## config.mk

```make
export PLATFORM = sky130hd
export DESIGN_NAME = config_readback_write_lock
export DESIGN_NICKNAME = d
export VERILOG_FILES = /design/src/design/readback_lock_pkg.sv /design/src/design/config_readback_write_lock.sv /design/src/design/readback_word_mux.sv
export SDC_FILE = /design/constraint.sdc
export NUM_CORES = 1
export LEC_CHECK = 0
export BUFFER_PORTS_ARGS = -buffer_cell sky130_fd_sc_hd__buf_2
export CAP_MARGIN = 15
export CORE_MARGIN = 10
export CORE_UTILIZATION = 35
export DETAILED_ROUTE_END_ITERATION = 10
export PLACE_DENSITY = 0.64
export REMOVE_ABC_BUFFERS = 1
export SLEW_MARGIN = 20
export SYNTH_ARGS = -nofsm -noshare
export SYNTH_HDL_FRONTEND = slang
export SYNTH_SLANG_ARGS = --single-unit
```

## constraint.sdc

```tcl
create_clock -name i_clk -period 1.7 [get_ports i_clk]
set_clock_uncertainty 0.05 [all_clocks]
set_input_delay 0.085 -clock i_clk [delete_from_list [all_inputs] [get_ports i_clk]]
set_output_delay 0.085 -clock i_clk [all_outputs]
set_load 0.005 [all_outputs]
```

## src/design/readback_lock_pkg.sv

```systemverilog
// Package: register layout and field positions for the readback and write-lock register
package readback_lock_pkg;

  // Register numbering on the serial configuration interface
  localparam int ADDR_W = 5;
  localparam int DATA_W = 32;
  localparam logic [4:0] READBACK_AND_LOCK_CONTROL_ADDR = 5'h1F;
  localparam logic [4:0] LAST_LOCKED_ADDR = 5'h1E;
  localparam logic [4:0] ECHO_SELECT_ADDR = 5'h0C;

  // Field positions inside the control register
  localparam int LATCH_LEVEL_BIT = 21;
  localparam int SELECT_MSB = 20;
  localparam int SELECT_LSB = 16;
  localparam int LOCK_BIT = 5;

  // Field positions of the select echo inside a register 12 readback word
  localparam int ECHO_MSB = 20;
  localparam int ECHO_LSB = 16;

  // Reserved readback select codes
  localparam logic [4:0] RESERVED_SEL_A = 5'h09;
  localparam logic [4:0] RESERVED_SEL_LO = 5'h10;
  localparam logic [4:0] RESERVED_SEL_HI = 5'h17;

  // Values after reset
  localparam logic LOCK_RESET = 1'b0;
  localparam logic LATCH_LEVEL_RESET = 1'b0;
  localparam logic [4:0] SELECT_RESET = 5'h00;
  localparam logic [31:0] WORD_ZERO = 32'h0000_0000;

endpackage : readback_lock_pkg

```

## src/design/config_readback_write_lock.sv

```systemverilog
// Readback select, latch-level and write-lock control held in the last configuration register
// Overview of operation
// - Latch-level field states latch pin level during readback
// - Bit 21: zero holds latch low, one high
// - Bits 20:16 select readback register; some codes reserved
// - Register 12 readback echoes select in 20:16
// - Control register readback: lock bit in bit 5, register address in bits 4:0
// - Lock set blocks writes to registers 0-30
// - Readback works whether locked or unlocked
`timescale 1ns/1ps
module config_readback_write_lock
  import readback_lock_pkg::*;
(
  // Clock and reset
  input wire logic i_clk,
  input wire logic i_rst_n,
  // Decoded serial write: one-cycle strobe when a full word has been latched
  input wire logic i_wr_stb,
  input wire logic [4:0] i_wr_addr,
  input wire logic [31:0] i_wr_data,
  // Contents of the lower register currently named by the readback select
  input wire logic [31:0] i_lower_word,
  // Gated write toward the lower configuration registers
  output logic o_cfg_wr_stb,
  output logic [4:0] o_cfg_wr_addr,
  output logic [31:0] o_cfg_wr_data,
  // One-cycle pulse when a write was dropped by the lock
  output logic o_wr_blocked,
  // Readback controls and word
  output logic [4:0] o_readback_sel,
  output logic o_readback_latch_level_sel,
  output logic o_readback_sel_reserved,
  output logic [31:0] o_readback_word,
  output logic o_serial_write_lock
);

  // Kinds of write seen on the port
  typedef enum logic [1:0] {
    NO_WRITE,
    CONTROL_WRITE,
    REFUSED_WRITE,
    FORWARD_WRITE
  } wr_kind_e;

  // All module state in one record
  typedef struct packed {
    // Control register fields
    logic lock;
    logic latch_level;
    logic [4:0] sel;
    // Forwarded write toward the lower registers
    logic wr_stb;
    logic [4:0] wr_addr;
    logic [31:0] wr_data;
    // Pulse for a write dropped by the lock
    logic blocked;
    // Readback word and the reserved flag that goes with it
    logic reserved;
    logic [31:0] rb_word;
  } state_s;

  // Registered state, its next value, word former outputs and write kind
  state_s state_q;
  state_s state_d;
  logic mux_reserved;
  logic [31:0] mux_word;
  wr_kind_e wr_kind;

  // Readback select field of a written control word
  function automatic logic [4:0] select_field(input logic [31:0] word);
    select_field = word[SELECT_MSB:SELECT_LSB];
  endfunction : select_field

  // Latch level advised to the host for readback
  function automatic logic latch_level_field(input logic [31:0] word);
    latch_level_field = word[LATCH_LEVEL_BIT];
  endfunction : latch_level_field

  // Lock bit, the only field honoured in a control-register readback
  function automatic logic lock_field(input logic [31:0] word);
    lock_field = word[LOCK_BIT];
  endfunction : lock_field

  // Address classes; the control register is never lockable
  function automatic logic is_control_addr(input logic [4:0] addr);
    is_control_addr = (addr == READBACK_AND_LOCK_CONTROL_ADDR);
  endfunction : is_control_addr

  // Registers 0 to 30 fall under the lock
  function automatic logic is_lockable_addr(input logic [4:0] addr);
    is_lockable_addr = (addr <= LAST_LOCKED_ADDR);
  endfunction : is_lockable_addr

  // Sort one write; the control register bypasses the lock so it can always unlock
  function automatic wr_kind_e classify_write(input logic stb, input logic [4:0] addr, input logic locked);
    if (!stb) begin
      classify_write = NO_WRITE;
    end else if (is_control_addr(addr)) begin
      classify_write = CONTROL_WRITE;
    end else if (locked && is_lockable_addr(addr)) begin
      classify_write = REFUSED_WRITE;
    end else begin
      classify_write = FORWARD_WRITE;
    end
  endfunction : classify_write

  // Strobes live for one cycle only, so each cycle starts with them low
  function automatic state_s clear_pulses(input state_s cur);
    state_s nxt;
    nxt = cur;
    nxt.wr_stb = 1'b0;
    nxt.blocked = 1'b0;
    clear_pulses = nxt;
  endfunction : clear_pulses

  // Control write: all three fields land together
  function automatic state_s apply_control_write(input state_s cur, input logic [31:0] word);
    state_s nxt;
    nxt = cur;
    nxt.lock = lock_field(word);
    nxt.latch_level = latch_level_field(word);
    nxt.sel = select_field(word);
    apply_control_write = nxt;
  endfunction : apply_control_write

  // Open lower write: address and data held until the next forwarded write
  function automatic state_s apply_forward_write(input state_s cur, input logic [4:0] addr,
    input logic [31:0] data);
    state_s nxt;
    nxt = cur;
    nxt.wr_stb = 1'b1;
    nxt.wr_addr = addr;
    nxt.wr_data = data;
    apply_forward_write = nxt;
  endfunction : apply_forward_write

  // Locked lower write: nothing forwarded, a pulse tells the host side
  function automatic state_s apply_refused_write(input state_s cur);
    state_s nxt;
    nxt = cur;
    nxt.blocked = 1'b1;
    apply_refused_write = nxt;
  endfunction : apply_refused_write

  // Readback word and flag follow the select one cycle later
  function automatic state_s apply_readback(input state_s cur, input logic [31:0] word,
    input logic reserved);
    state_s nxt;
    nxt = cur;
    nxt.rb_word = word;
    nxt.reserved = reserved;
    apply_readback = nxt;
  endfunction : apply_readback

  // Word shaping for the selected register
  readback_word_mux u_mux (
    .i_sel(state_q.sel),
    .i_lock(state_q.lock),
    .i_lower_word(i_lower_word),
    .o_reserved(mux_reserved),
    .o_word(mux_word)
  );

  // Classify the incoming write once per cycle
  assign wr_kind = classify_write(i_wr_stb, i_wr_addr, state_q.lock);

  // Next state; the readback path uses the lock only as bit 5 of the register 31 word, so reads work either way
  always_comb begin
    // Pulses drop first, then the readback stage moves on
    state_d = clear_pulses(state_q);
    state_d = apply_readback(state_d, mux_word, mux_reserved);
    // One write kind at most per cycle
    case (wr_kind)
      CONTROL_WRITE: begin
        state_d = apply_control_write(state_d, i_wr_data);
      end
      REFUSED_WRITE: begin
        state_d = apply_refused_write(state_d);
      end
      FORWARD_WRITE: begin
        state_d = apply_forward_write(state_d, i_wr_addr, i_wr_data);
      end
      default: begin
        // Nothing arrived this cycle
      end
    endcase
  end

  // State register; lock starts cleared so setup writes land at once
  always_ff @(posedge i_clk or negedge i_rst_n) begin
    if (!i_rst_n) begin
      // Control fields
      state_q.lock <= LOCK_RESET;
      state_q.latch_level <= LATCH_LEVEL_RESET;
      state_q.sel <= SELECT_RESET;
      // Forwarded write and refusal pulse
      state_q.wr_stb <= 1'b0;
      state_q.wr_addr <= SELECT_RESET;
      state_q.wr_data <= WORD_ZERO;
      state_q.blocked <= 1'b0;
      // Readback word
      state_q.reserved <= 1'b0;
      state_q.rb_word <= WORD_ZERO;
    end else begin
      state_q <= state_d;
    end
  end

  // Write-port outputs straight from the state record
  assign o_cfg_wr_stb = state_q.wr_stb;
  assign o_cfg_wr_addr = state_q.wr_addr;
  assign o_cfg_wr_data = state_q.wr_data;
  assign o_wr_blocked = state_q.blocked;

  // Readback controls; the latch level is only advice for the host side
  assign o_readback_sel = state_q.sel;
  assign o_readback_latch_level_sel = state_q.latch_level;
  assign o_readback_sel_reserved = state_q.reserved;
  assign o_readback_word = state_q.rb_word;
  assign o_serial_write_lock = state_q.lock;

endmodule : config_readback_write_lock

```

## src/design/readback_word_mux.sv

```systemverilog
// Readback word former: picks and shapes the word returned for the selected register
`timescale 1ns/1ps
module readback_word_mux
  import readback_lock_pkg::*;
(
  input wire logic [4:0] i_sel,
  input wire logic i_lock,
  input wire logic [31:0] i_lower_word,
  output logic o_reserved,
  output logic [31:0] o_word
);

  // Reserved select codes name no register
  function automatic logic is_reserved(input logic [4:0] sel);
    is_reserved = (sel == RESERVED_SEL_A) || ((sel >= RESERVED_SEL_LO) && (sel <= RESERVED_SEL_HI));
  endfunction : is_reserved

  // Shape the word; reserved codes return zero so the host never sees stale data
  always_comb begin
    o_reserved = is_reserved(i_sel);
    o_word = i_lower_word;
    if (o_reserved) begin
      o_word = WORD_ZERO;
    end else if (i_sel == READBACK_AND_LOCK_CONTROL_ADDR) begin
      // Lock bit carries content and bits 4:0 return the register address; upper bits driven zero
      o_word = WORD_ZERO;
      o_word[LOCK_BIT] = i_lock;
      o_word[ADDR_W-1:0] = READBACK_AND_LOCK_CONTROL_ADDR;
    end else if (i_sel == ECHO_SELECT_ADDR) begin
      o_word[ECHO_MSB:ECHO_LSB] = i_sel;
    end
  end

endmodule : readback_word_mux

```

# ---- After elaboration in Yosys (flattened, before gate mapping)
# Cells that the tools add are included.
dict set report op_classes {
  order_cmp 3
  eq_ne 7
  muxes 9
  n_bitwise 3
  reduce_logical 5
}
# cell count
set op_table {}
lappend op_table {{$pmux 79 s3} 1}
lappend op_table {{$mux 32} 1}
lappend op_table {{$mux 16} 1}
lappend op_table {{$mux 11} 1}
lappend op_table {{$eq 5x4->1 const B} 2}
lappend op_table {{$eq 5x5->1 const B} 2}
lappend op_table {{$le 5x5->1 const B} 2}
lappend op_table {{$mux 5} 2}
lappend op_table {{$reduce_and 3->1} 2}
lappend op_table {{$ge 5x5->1 const B} 1}
lappend op_table {{$eq 2x2->1 const B} 2}
lappend op_table {{$mux 2} 2}
lappend op_table {{$not 1->1} 3}
lappend op_table {{$eq 2x1->1 const B} 1}
lappend op_table {{$logic_and 1x1->1} 2}
lappend op_table {{$logic_or 1x1->1} 1}
lappend op_table {{$mux 1} 1}
dict set report totals {
  regBits 79
  input_bits 72
  output_inout_bits 79
  word_cells 36
}

# ---- Longest topological paths before layout
# Gate-level depths: netlist of the first run.
dict set report logic_depth {
  depth_word 8
  ltp_mapped 5
  depth_no_buf 4
}

# ---- Cells and area by module
# Synthesis of the first run repeated with hierarchy kept, for this count alone.
dict set report hier_totals {
  hier_cells 211
  area_unflattened_um2 3329.4
}
# module instances cells_per_inst area_each_um2 seq_area_each_um2
set by_module_without_submodules {}
lappend by_module_without_submodules {config_readback_write_lock 1 143 2738.9 1976.9}
lappend by_module_without_submodules {readback_word_mux 1 68 590.6 0.0}

# ---- Worst setup path after synthesis of the first run
# OpenSTA, ideal clock, no wires.
dict set report synth_timing {
  path_type {register to register}
  startpoint {reg state_q (netlist bit o_serial_write_lock)}
  endpoint {reg state_q (netlist bit o_cfg_wr_addr[4])}
  setup_time_ns 0.125
  t_arrival_ns 1.330
  required_time_ns 1.525
  setup_slack_ns 0.195
  path_stages_with_launch 6
  n_path_buf 2
  synth_period_minus_slack_ns 1.505
  cell_sequence {dfrtp_1 -> nand2b_1 -> a21oi_2 -> buf_6 -> buf_6 -> mux2_4}
}
dict set report synth_via {
  elab_chain_cells 7
  word_cells_on_any_way 10
  classes_between {eq/ne: 3; mux: 3; bitwise: 2; reduce/logical: 2}
}
# item line
set synth_lines {}
lappend synth_lines {{from (decl)} config_readback_write_lock.sv:63} ;# state_s state_q;
lappend synth_lines {{from (signal assigned)} config_readback_write_lock.sv:205} ;# state_q <= state_d;
lappend synth_lines {{$logic_and 1x1->1 (*)} config_readback_write_lock.sv:100} ;# end else if (locked && is_lockable_addr(addr)) begin
lappend synth_lines {{$mux 1 (*)} config_readback_write_lock.sv:100}
lappend synth_lines {{$mux 2 (*)} config_readback_write_lock.sv:98} ;# end else if (is_control_addr(addr)) begin
lappend synth_lines {{$mux 2 (*)} config_readback_write_lock.sv:96} ;# if (!stb) begin
lappend synth_lines {{$eq 2x1->1 / $eq 2x2->1 (equally long branches)} config_readback_write_lock.sv:173} ;# case (wr_kind)
lappend synth_lines {{$not 1->1 (no source line)} n/a}
lappend synth_lines {{$reduce_and 3->1 (no source line) (*)} n/a}
# Every way passes the cells marked *; elsewhere a longest branch is shown, timed or not.
# A chain may end at the register's enable or synchronous reset.

# ---- Final worst setup path of the first run
dict set report layout_timing {
  startpoint {in i_wr_addr[2]}
  endpoint {reg state_q (netlist bit o_cfg_wr_data[4])}
}
dict set report layout_via {
  elab_chain_cells 8
  word_cells_on_any_way 12
  classes_between {order compare: 1; eq/ne: 4; mux: 3; bitwise: 2; reduce/logical: 2}
}
# item line
set layout_lines {}
lappend layout_lines {{from (decl)} config_readback_write_lock.sv:19} ;# input wire logic [4:0] i_wr_addr,
lappend layout_lines {{$le 5x5->1} config_readback_write_lock.sv:91} ;# is_lockable_addr = (addr <= LAST_LOCKED_ADDR);
lappend layout_lines {{$logic_and 1x1->1} config_readback_write_lock.sv:100}
lappend layout_lines {{$mux 1} config_readback_write_lock.sv:100}
lappend layout_lines {{$mux 2 (*)} config_readback_write_lock.sv:98}
lappend layout_lines {{$mux 2 (*)} config_readback_write_lock.sv:96}
lappend layout_lines {{$eq 2x1->1 / $eq 2x2->1 (equally long branches)} config_readback_write_lock.sv:173}
lappend layout_lines {{$not 1->1 (no source line)} n/a}
lappend layout_lines {{$reduce_and 3->1 (no source line) (*)} n/a}
# Marked as above.

==> results of run 1 <==
-- final timing paths --
check                                                     start                       endpoint  slack [ns]
worst max register to register  o_serial_write_lock$_DFFE_PN0P_   o_cfg_wr_data[4]$_DFFE_PN0P_        0.11
worst min register to register     o_cfg_wr_addr[2]$_DFFE_PN0P_   o_cfg_wr_addr[2]$_DFFE_PN0P_        0.45
worst min-delay path                               i_wr_addr[0]   o_cfg_wr_addr[0]$_DFFE_PN0P_        0.03
min in group asynchronous                               i_rst_n   o_cfg_wr_data[8]$_DFFE_PN0P_        0.19
worst max-delay path                               i_wr_addr[2]   o_cfg_wr_data[4]$_DFFE_PN0P_        0.09
max in group asynchronous                               i_rst_n  o_cfg_wr_data[19]$_DFFE_PN0P_        0.82
-- cells by family after synthesis --
group                     count (synthesis)  synth area share
and+or+nand+nor                          37            0.0810
buffers and inverters                    11            0.0232
xor gates and xnor gates                  1           0.00295
muxes                                    42             0.185
AOI/OAI and AO/OA                        17            0.0414
DFF                                      79             0.667
-- power groups by stage --
stage                     Combinational [mW]  Clock [mW]  Sequential, mW
final                                   1.39        1.20            2.40
after global routing                    1.53        1.32            2.44
after CTS                               1.40        1.24            2.39
after detailed placement                1.25           0            2.42
after global placement                  1.23           0            2.40
after floorplan                        0.494           0            2.48
-- timing repair --
action,in CTS,in global routing
resized for setup,1,2
endpoints found under the setup margin,21,21
hold endpoints to repair,113,0
hold buffers,71,0
buffers inserted,0,0
cloned,0,1
pin swaps,0,1
-- registers in the layout, summed over array words and instances (netlist names) --
| register | flops |
|---|---|
| o_readback_sel_reserved | 1 |
| o_readback_latch_level_sel | 1 |
| o_wr_blocked | 1 |
| o_readback_sel | 5 |
| o_cfg_wr_data | 32 |
| o_readback_word | 32 |
| o_cfg_wr_addr | 5 |
| o_cfg_wr_stb | 1 |
| o_serial_write_lock | 1 |
-- layout make-up --
| class | count | area, µm² |
|---|---|---|
| clock buffer | 11 | 131 |
| clock inverter | 5 | 35.0 |
| fill | 690 | 3390 |
| inverter | 4 | 15.0 |
| multi-input combinational | 98 | 960 |
| sequential | 79 | 1980 |
| tap | 105 | 131 |
| timing repair buffer | 233 | 1580 |
-- stage by stage --
step / std cells / worst slack [ns] / hold slack [ns] / util
floorplan: 180 / -0.834 / -0.261 / -
global placement: 447 / -0.0825 / 0.0365 / 0.477
detailed placement: 447 / -0.147 / 0.0342 / 0.477
CTS: 534 / 0.0694 / 0.00300 / 0.585
global route: 535 / 0.0256 / 0.0145 / 0.588
finish: 535 / 0.0912 / 0.0281 / 0.588
-- cells in the final DEF, fill, tap and decap left out, types with 2 or more instances in the layout --
master	n
buf_2	149
dfrtp_1	79
dlygate4sd3_1	71
and2_1	24
mux2_2	22
mux2_4	20
buf_4	11
clkbuf_8	9
o21a_1	5
inv_1	4
o21ai_0	3
nand3_1	2
nand2_1	2
a21oi_1	2
o22a_1	2
clkbuf_1	2
clkinv_4	2
clkinv_2	2
buf_12	2
-- worst max-delay path: stages --
cell	delay (ns)
dlygate4sd3_1	0.54
buf_2	0.13
and4_4	0.20
a21oi_4	0.19
buf_12	0.23
mux2_2	0.36
-- metal layers --
metal  GRT usage  wire (µm)  vias to the layer above  part of all wire
met5           0          0                        -                 0
met4      0.0313         56                        0            0.0064
met1       0.140       3350                     1146              0.38
met2       0.244       4680                       81              0.53
met3      0.0580        675                        4             0.077
li1            -          -                     1110                 -
==> impl_metrics.ini, run 1 <==
[clocking]
worstSkewPairLatency_ns = 0.34
root_buffer = clkbuf_8
cts.path.max_buffers = 2
numCtsBuffers = 9
numClockSinks = 79
path_clk_slew_ns = 0.08
tritoncts = built
h-tree-depth = 3

[yosys]
synth_area_per_cell_um2 = 15.9
synth.top_cells.by_count = dfrtp_1 (79), and2_1 (24), mux2_2 (22)
synth_top_area_frac = 0.667
synth.most_common_cell = dfrtp_1
yosysTopAreaCell = dfrtp_1
synth_area_leaders = dfrtp_1 (67%), mux2_4 (10%), mux2_2 (8.4%), and2_1 (5.1%), o21a_1 (1.3%)
ys.flop_type = dfrtp_1
synth-async-reset-ratio = 1.00
yosys_warnings = 0
ys_seq_area_frac = 0.667
synth-edff-count = 0
syn_area_mm2 = 0.00297
ys_seq_elements = 79
synthCells = 187
synth.distinct_cells = 28

[route]
post_drt_wl_per_cell_um = 16.4
drt-initial-drc-count = 43
firstDrtPassIters = 6
routed-via-count = 2341
viasPerCell = 4.38
routed_wl_um = 8770
ant_nets = 0
drc = 0

[sta]
worst_slew_pin_slew_ns = 0.583
slew_headroom = 0.610
rsz0062_at_grt = no
hold_violations = 0
setup_viol = 0
fin_crit_ns = 1.61
post-route-period-util = 0.946
setup-tns-final_ns = 0
drv_slew = 0
fmax_ghz = 0.622

[floorplanning]
die_x_um = 112
core_mm2 = 0.00822
pin_count = 151
start_util = 0.361
die_area_mm2 = 0.0126
rows = 33
die_h_um = 112

[cells_and_area]
synthToLayoutAreaGrowth_pct = 62.8
drive_above_1_share = 0.521
n_antenna_cell = 0
finalInstanceArea_mm2 = 0.00483
nets = 497

[global_route]
grt_pass1_wl_um = 13800
grt_max_degree = 43
grt_overflow_total = 0
grt_util_all_layers = 0.134
grt_antenna_before_repair = 0
grt_pass1_vias = 2668

[worst_setup_path]
path_class = input pin to register
required_ns = 1.86
crit_path_start_kind = input pin
worst-path-max-fanout = 27
arrival_ns = 1.77
reg2reg_depth = 4
worstSetupEndpointType = register

[pwr]
netSwitchingFraction = 0.282
clkPwrFrac = 0.240
p_sw_mw = 1.41
ir_worst_vdd_mv = 0.583
comb_power_share = 0.280
fin_total_pwr_mw = 4.99
p_seq_frac = 0.480
powerDensity_mw_per_mm2 = 1030
p_leak_nw = 2.42
p_int_mw = 3.58

[status]
outcome = complete, no violations

[placed_design]
dp_hpwl_um = 6040
io_buffer_count = 150
gp_congestion = 0.742
postPlaceCellArea_mm2 = 0.00392

[worst_hold_path]
hold_depth = 2
hold_class = input pin to register

[run]
drv_cap = 0
(Power assumes the default switching activity.)
==> run 2, diff against run 1 <==
--- a/config.mk
+++ b/config.mk
@@ -9,8 +9,10 @@
 export CAP_MARGIN = 15
 export CORE_MARGIN = 10
 export CORE_UTILIZATION = 35
+export CTS_BUF_LIST = sky130_fd_sc_hd__clkbuf_8
+export CTS_CLUSTER_DIAMETER = 120
 export DETAILED_ROUTE_END_ITERATION = 10
-export PLACE_DENSITY = 0.64
+export PLACE_DENSITY = 0.67
 export REMOVE_ABC_BUFFERS = 1
 export SLEW_MARGIN = 20
 export SYNTH_ARGS = -nofsm -noshare
==> constraint.sdc (replaced) <==
create_clock -name i_clk -period 1.3 [get_ports i_clk]
set_clock_uncertainty 0.05 [all_clocks]
set_input_delay 0.065 -clock i_clk [delete_from_list [all_inputs] [get_ports i_clk]]
set_output_delay 0.065 -clock i_clk [all_outputs]
set_load 0.005 [all_outputs]
==> run 2 against run 1 <==
Combinational power grew 76%. Sequential share of layout area shrank 4.2 points. Clock power grew 59%. Global-route usage grew 1.6 points. Count of clock-buffer cells in the layout shrank 2. Wire length grew 12%. The flow now finishes with violations (negative setup slack). Largest power group unchanged. Largest cell class unchanged. Non-clock buffer count grew 27. Via count grew 6.5%.
==> impl_metrics.ini, run 2 (synthesis results as in run 1) <==
[cells_and_area]
nets = 524
drive_above_1_share = 0.624
final_common_cell = buf_2
final_cell_mix = buf_2 (148), dfrtp_1 (76), dlygate4sd3_1 (71)
num-fill-cells = 580
synthToLayoutAreaGrowth_pct = 81.9
n_antenna_cell = 0
finalInstanceArea_mm2 = 0.00539

[status]
outcome = finished with violations
violations = negative setup slack

[sta]
fin_crit_ns = 1.47
setup_viol = 62
hold_violations = 0
post-route-period-util = 1.13
rsz0062_at_grt = yes
fmax_ghz = 0.683
whs_ns = 0.101
drv_slew = 0
fin_ws_ns = -0.165
worst_slew_pin_slew_ns = 0.324
slew_headroom = 0.783
setup-tns-final_ns = -7.92

[pwr]
clkPwrFrac = 0.254
netSwitchingFraction = 0.269
p_sw_mw = 2.01
fin_total_pwr_mw = 7.50
powerDensity_mw_per_mm2 = 1390
p_seq_frac = 0.420
p_leak_nw = 2.74
comb_power_share = 0.325
p_int_mw = 5.48
ir_worst_vdd_mv = 0.621

[clocking]
worstSkewPairLatency_ns = 0.34
cts.path.max_buffers = 2
numClockSinks = 79
root_buffer = clkbuf_8
numCtsBuffers = 9
tritoncts = built
path_clk_slew_ns = 0.08
h-tree-depth = 3

[route]
routed-via-count = 2493
post_drt_wl_per_cell_um = 17.5
drt-initial-drc-count = 72
routed_wl_um = 9790
firstDrtPassIters = 5
viasPerCell = 4.45
ant_nets = 0
drc = 0

[placed_design]
postPlaceCellArea_mm2 = 0.00403
dp_hpwl_um = 6170
io_buffer_count = 150
gp_congestion = 0.699

[worst_setup_path]
arrival_ns = 1.64
cp_slowest_cell = dfrtp_1
crit_path_start_kind = register
worst-path-max-fanout = 5
slowest_delay_ns = 0.38
worstSetupEndpointType = register
path_class = register to register
path_cells = nand2b_4 > a21oi_4 > buf_6 > clkbuf_16 > mux2_4
required_ns = 1.47

[floorplanning]
die_area_mm2 = 0.0126
die_h_um = 112
start_util = 0.361
die_x_um = 112
rows = 33
pin_count = 151
core_mm2 = 0.00822

[run]
drv_cap = 0

[global_route]
grt_max_degree = 36
grt_pass1_wl_um = 15300
grt_pass1_vias = 2878
grt_antenna_before_repair = 0
grt_overflow_total = 0
grt_util_all_layers = 0.151

[worst_hold_path]
hold_class = input pin to async pin
[run 2: through the flow]
step / util / worst slack [ns] / instances
after floorplan: - / -1.23 / 180
after global placement: 0.490 / -0.496 / 460
after detailed placement: 0.490 / -0.518 / 460
after CTS: 0.632 / -0.159 / 556
after global routing: 0.656 / -0.209 / 560
final: 0.656 / -0.165 / 560
[run 2: repair_timing]
action,CTS,global route
endpoints found under the setup margin,68,69
hold endpoints to repair,156,0
pin swaps,23,11
setup buffers,10,4
gates resized for setup,36,35
hold buffers,71,0
gates cloned,2,2
[run 2: final cells by class]
cell class	count	area (µm²)	share of cell area
Clock buffer	9	124	0.0230
Clock inverter	5	75.1	0.0139
Inverter	4	15.0	0.00278
Multi-Input combinational cell	98	1150	0.212
Sequential cell	79	1980	0.367
Tap cell	105	131	0.0244
Timing Repair Buffer	260	1920	0.356
[run 2: path summary, 6_finish.rpt]
kind	startpoint	slack (ns)	endpoint	cells after the start
worst max-delay path	o_serial_write_lock$_DFFE_PN0P_	-0.17	o_cfg_wr_data[6]$_DFFE_PN0P_	5
worst min-delay path	i_rst_n	0.10	o_readback_sel[0]$_DFFE_PN0P_	2
worst max register to register	o_serial_write_lock$_DFFE_PN0P_	-0.17	o_cfg_wr_data[6]$_DFFE_PN0P_	5
worst min register to register	o_cfg_wr_addr[3]$_DFFE_PN0P_	0.44	o_cfg_wr_addr[3]$_DFFE_PN0P_	1
max in group asynchronous	i_rst_n	0.59	o_readback_sel[4]$_DFFE_PN0P_	3
min in group i_clk	i_wr_addr[1]	0.19	o_wr_blocked$_DFF_PN0_	4
[run 2: power groups by stage]
stage / Clock, mW / Combinational, mW / Sequential [mW]
floorplan: 0 / 0.646 / 3.24
global placement: 0 / 1.68 / 3.14
detailed placement: 0 / 1.71 / 3.16
CTS: 1.97 / 2.20 / 3.13
global route: 2.07 / 2.62 / 3.21
finish: 1.91 / 2.44 / 3.15
[run 2: layer usage]
metal / wire [µm] / global-route usage / vias up
li1: - / - / 1161
met3: 612 / 0.0479 / 18
met5: 0 / 0 / -
met2: 5350 / 0.273 / 79
met4: 210 / 0.0685 / 0
met1: 3620 / 0.155 / 1235
[run 2: critical path: cells and delay by family (launching register included)]
kind	cells	cell delay (ns)
buf+inv	2	0.33
simple gates	1	0.15
compound gates	1	0.14
mux	1	0.29
flops	1	0.38
==> run 3, diff against run 2 <==
--- a/config.mk
+++ b/config.mk
@@ -12,7 +12,7 @@
 export CTS_BUF_LIST = sky130_fd_sc_hd__clkbuf_8
 export CTS_CLUSTER_DIAMETER = 120
 export DETAILED_ROUTE_END_ITERATION = 10
-export PLACE_DENSITY = 0.67
+export PLACE_DENSITY_LB_ADDON = 0.1
 export REMOVE_ABC_BUFFERS = 1
 export SLEW_MARGIN = 20
 export SYNTH_ARGS = -nofsm -noshare
==> run 3 against run 2 <==
Global-route usage about the same. Combinational power is 8% lower. Sequential share of layout area rose by 1.4 points. Non-clock buffer count is 10 lower. Largest cell class unchanged. The run still ends with negative setup slack left. Maximum frequency up 0.61%. Worst hold slack lost 0.079 ns.
==> impl_metrics.ini, run 3 (synthesis results as in run 1) <==
[status]
outcome = finished with violations
violations = negative setup slack

[sta]
rsz0062_at_grt = yes
drv_slew = 0
post-route-period-util = 1.12
fin_ws_ns = -0.156
setup_viol = 69
fin_crit_ns = 1.46
whs_ns = 0.0225
fmax_ghz = 0.687
setup-tns-final_ns = -8.09
worst_slew_pin_slew_ns = 0.337
slew_headroom = 0.774
hold_violations = 0

[route]
routed-via-count = 2413
post_drt_wl_per_cell_um = 17.3
ant_nets = 0
drc = 0
firstDrtPassIters = 4
drt-initial-drc-count = 74
viasPerCell = 4.36
routed_wl_um = 9590

[clocking]
cts.path.max_buffers = 2
numClockSinks = 79
root_buffer = clkbuf_8
worstSkewPairLatency_ns = 0.34
h-tree-depth = 3
numCtsBuffers = 9
tritoncts = built
path_clk_slew_ns = 0.08

[worst_setup_path]
required_ns = 1.48
path_cells = nand2b_4 > a21oi_4 > buf_4 > buf_12 > mux2_2
ff2ff_setup_slack_ns = -0.16
r2r-end = o_cfg_wr_data[4]$_DFFE_PN0P_
r2r_start = o_serial_write_lock$_DFFE_PN0P_
crit_path_start_kind = register
crit_path_start = o_serial_write_lock$_DFFE_PN0P_
arrival_ns = 1.64
reg2reg_depth = 5
worstSetupEndpointType = register
slowest_delay_ns = 0.38
cp_slowest_cell = dfrtp_1
worst-path-max-fanout = 10
path_class = register to register

[global_route]
grt_most_used_layer = met2
grt_antenna_before_repair = 0
grt_use_met2 = 0.251
grt_pass1_vias = 2729
use_met3 = 0.0729
grt_pass1_wl_um = 15200
grtUsageMet1 = 0.172
grt_overflow_total = 0
grt_util_all_layers = 0.151
grt_max_degree = 41

[pwr]
p_leak_nw = 2.63
ir_worst_vdd_mv = 0.821
powerDensity_mw_per_mm2 = 1350
fin_total_pwr_mw = 7.01

[cells_and_area]
final_common_cell = buf_2
post-route-util = 0.633
n_antenna_cell = 0
drive_above_1_share = 0.574
synthToLayoutAreaGrowth_pct = 75.3
final_cell_mix = buf_2 (149), dfrtp_1 (77), dlygate4sd3_1 (69)
layoutNonFillerInstCount = 553
nets = 515

[floorplanning]
die_area_mm2 = 0.0126
die_x_um = 112
die_h_um = 112
pin_count = 151
start_util = 0.361
rows = 33
core_mm2 = 0.00822

[worst_hold_path]
hold_class = input pin to register
hold_start = i_wr_addr[2]
min_to = o_cfg_wr_addr[2]$_DFFE_PN0P_
hold_depth = 3

[placed_design]
dp_hpwl_um = 6180
dp.cells = 456
io_buffer_count = 150
gp_congestion = 0.739

[run]
drv_cap = 0
[run 3: cell types whose count changed in the layout (fill, tap and decap cells not counted), sizes merged]
cell	change
clkinvlp	+1
dlygate4sd3	-2
a211oi	+1
clkinv	-1
buf	-6
bufinv	-2
inv	+2
[run 3: layout make-up]
cell class	count	area [µm²]
Fill cell	653	3020
Multi-Input combinational cell	99	1100
Sequential cell	79	1980
Timing Repair Buffer	250	1800
Inverter	4	15.0
Clock buffer	11	151
Clock inverter	5	25.0
Tap cell	105	131
[run 3: how the worst max path moves through the flow]
stage / cells past startpoint / slack [ns] / endpoint
2_1_floorplan: 3 / -1.23 / o_cfg_wr_addr[0]$_DFFE_PN0P_
3_3_place_gp: 3 / -0.53 / o_readback_word[12]$_DFF_PN0_
3_5_place_dp: 3 / -0.53 / o_readback_word[7]$_DFF_PN0_
4_1_cts: 5 / -0.14 / o_readback_word[2]$_DFF_PN0_
5_1_grt: 5 / -0.21 / o_readback_word[2]$_DFF_PN0_
6_report: 5 / -0.16 / o_cfg_wr_data[4]$_DFFE_PN0P_
[run 3: report_power, final]
| group | switching (mW) | total, mW | internal, mW |
|---|---|---|---|
| Combinational | 0.898 | 2.25 | 1.36 |
| Clock | 0.844 | 1.62 | 0.778 |
| Sequential | 0.214 | 3.14 | 2.92 |
| Total | 1.96 | 7.01 | 5.05 |
[run 3: metal layers]
metal / wire length (µm) / up-vias / share of wire
li1: - / 1149 / -
met1: 3910 / 1170 / 0.41
met4: 68 / 0 / 0.0071
met2: 4770 / 86 / 0.50
met3: 840 / 8 / 0.088
met5: 0 / - / 0
[run 3: critical path: cells and delay by family, from the launching register on]
kind / cells / cell delay (ns)
AO/OA/AOI/OAI: 1 / 0.15
multiplexers: 1 / 0.33
buffers and inverters: 2 / 0.28
AND/OR/NAND/NOR: 1 / 0.15
flip-flops: 1 / 0.38
[run 3: through the flow]
stage                     area, µm²  setup slack [ns]
after global routing           5200            -0.211
final                          5200            -0.156
after CTS                      5060            -0.143
after floorplan                2910             -1.23
after global placement         4000            -0.526
after detailed placement       4000            -0.531
[run 3: what timing repair did]
item / 4_1_cts / 5_1_grt
pin swaps: 12 / 12
hold buffers: 69 / 0
resized for setup: 27 / 27
endpoints found under the hold margin: 154 / 0
endpoints found under the setup margin: 67 / 68
setup buffers: 6 / 5
cloned: 2 / 1
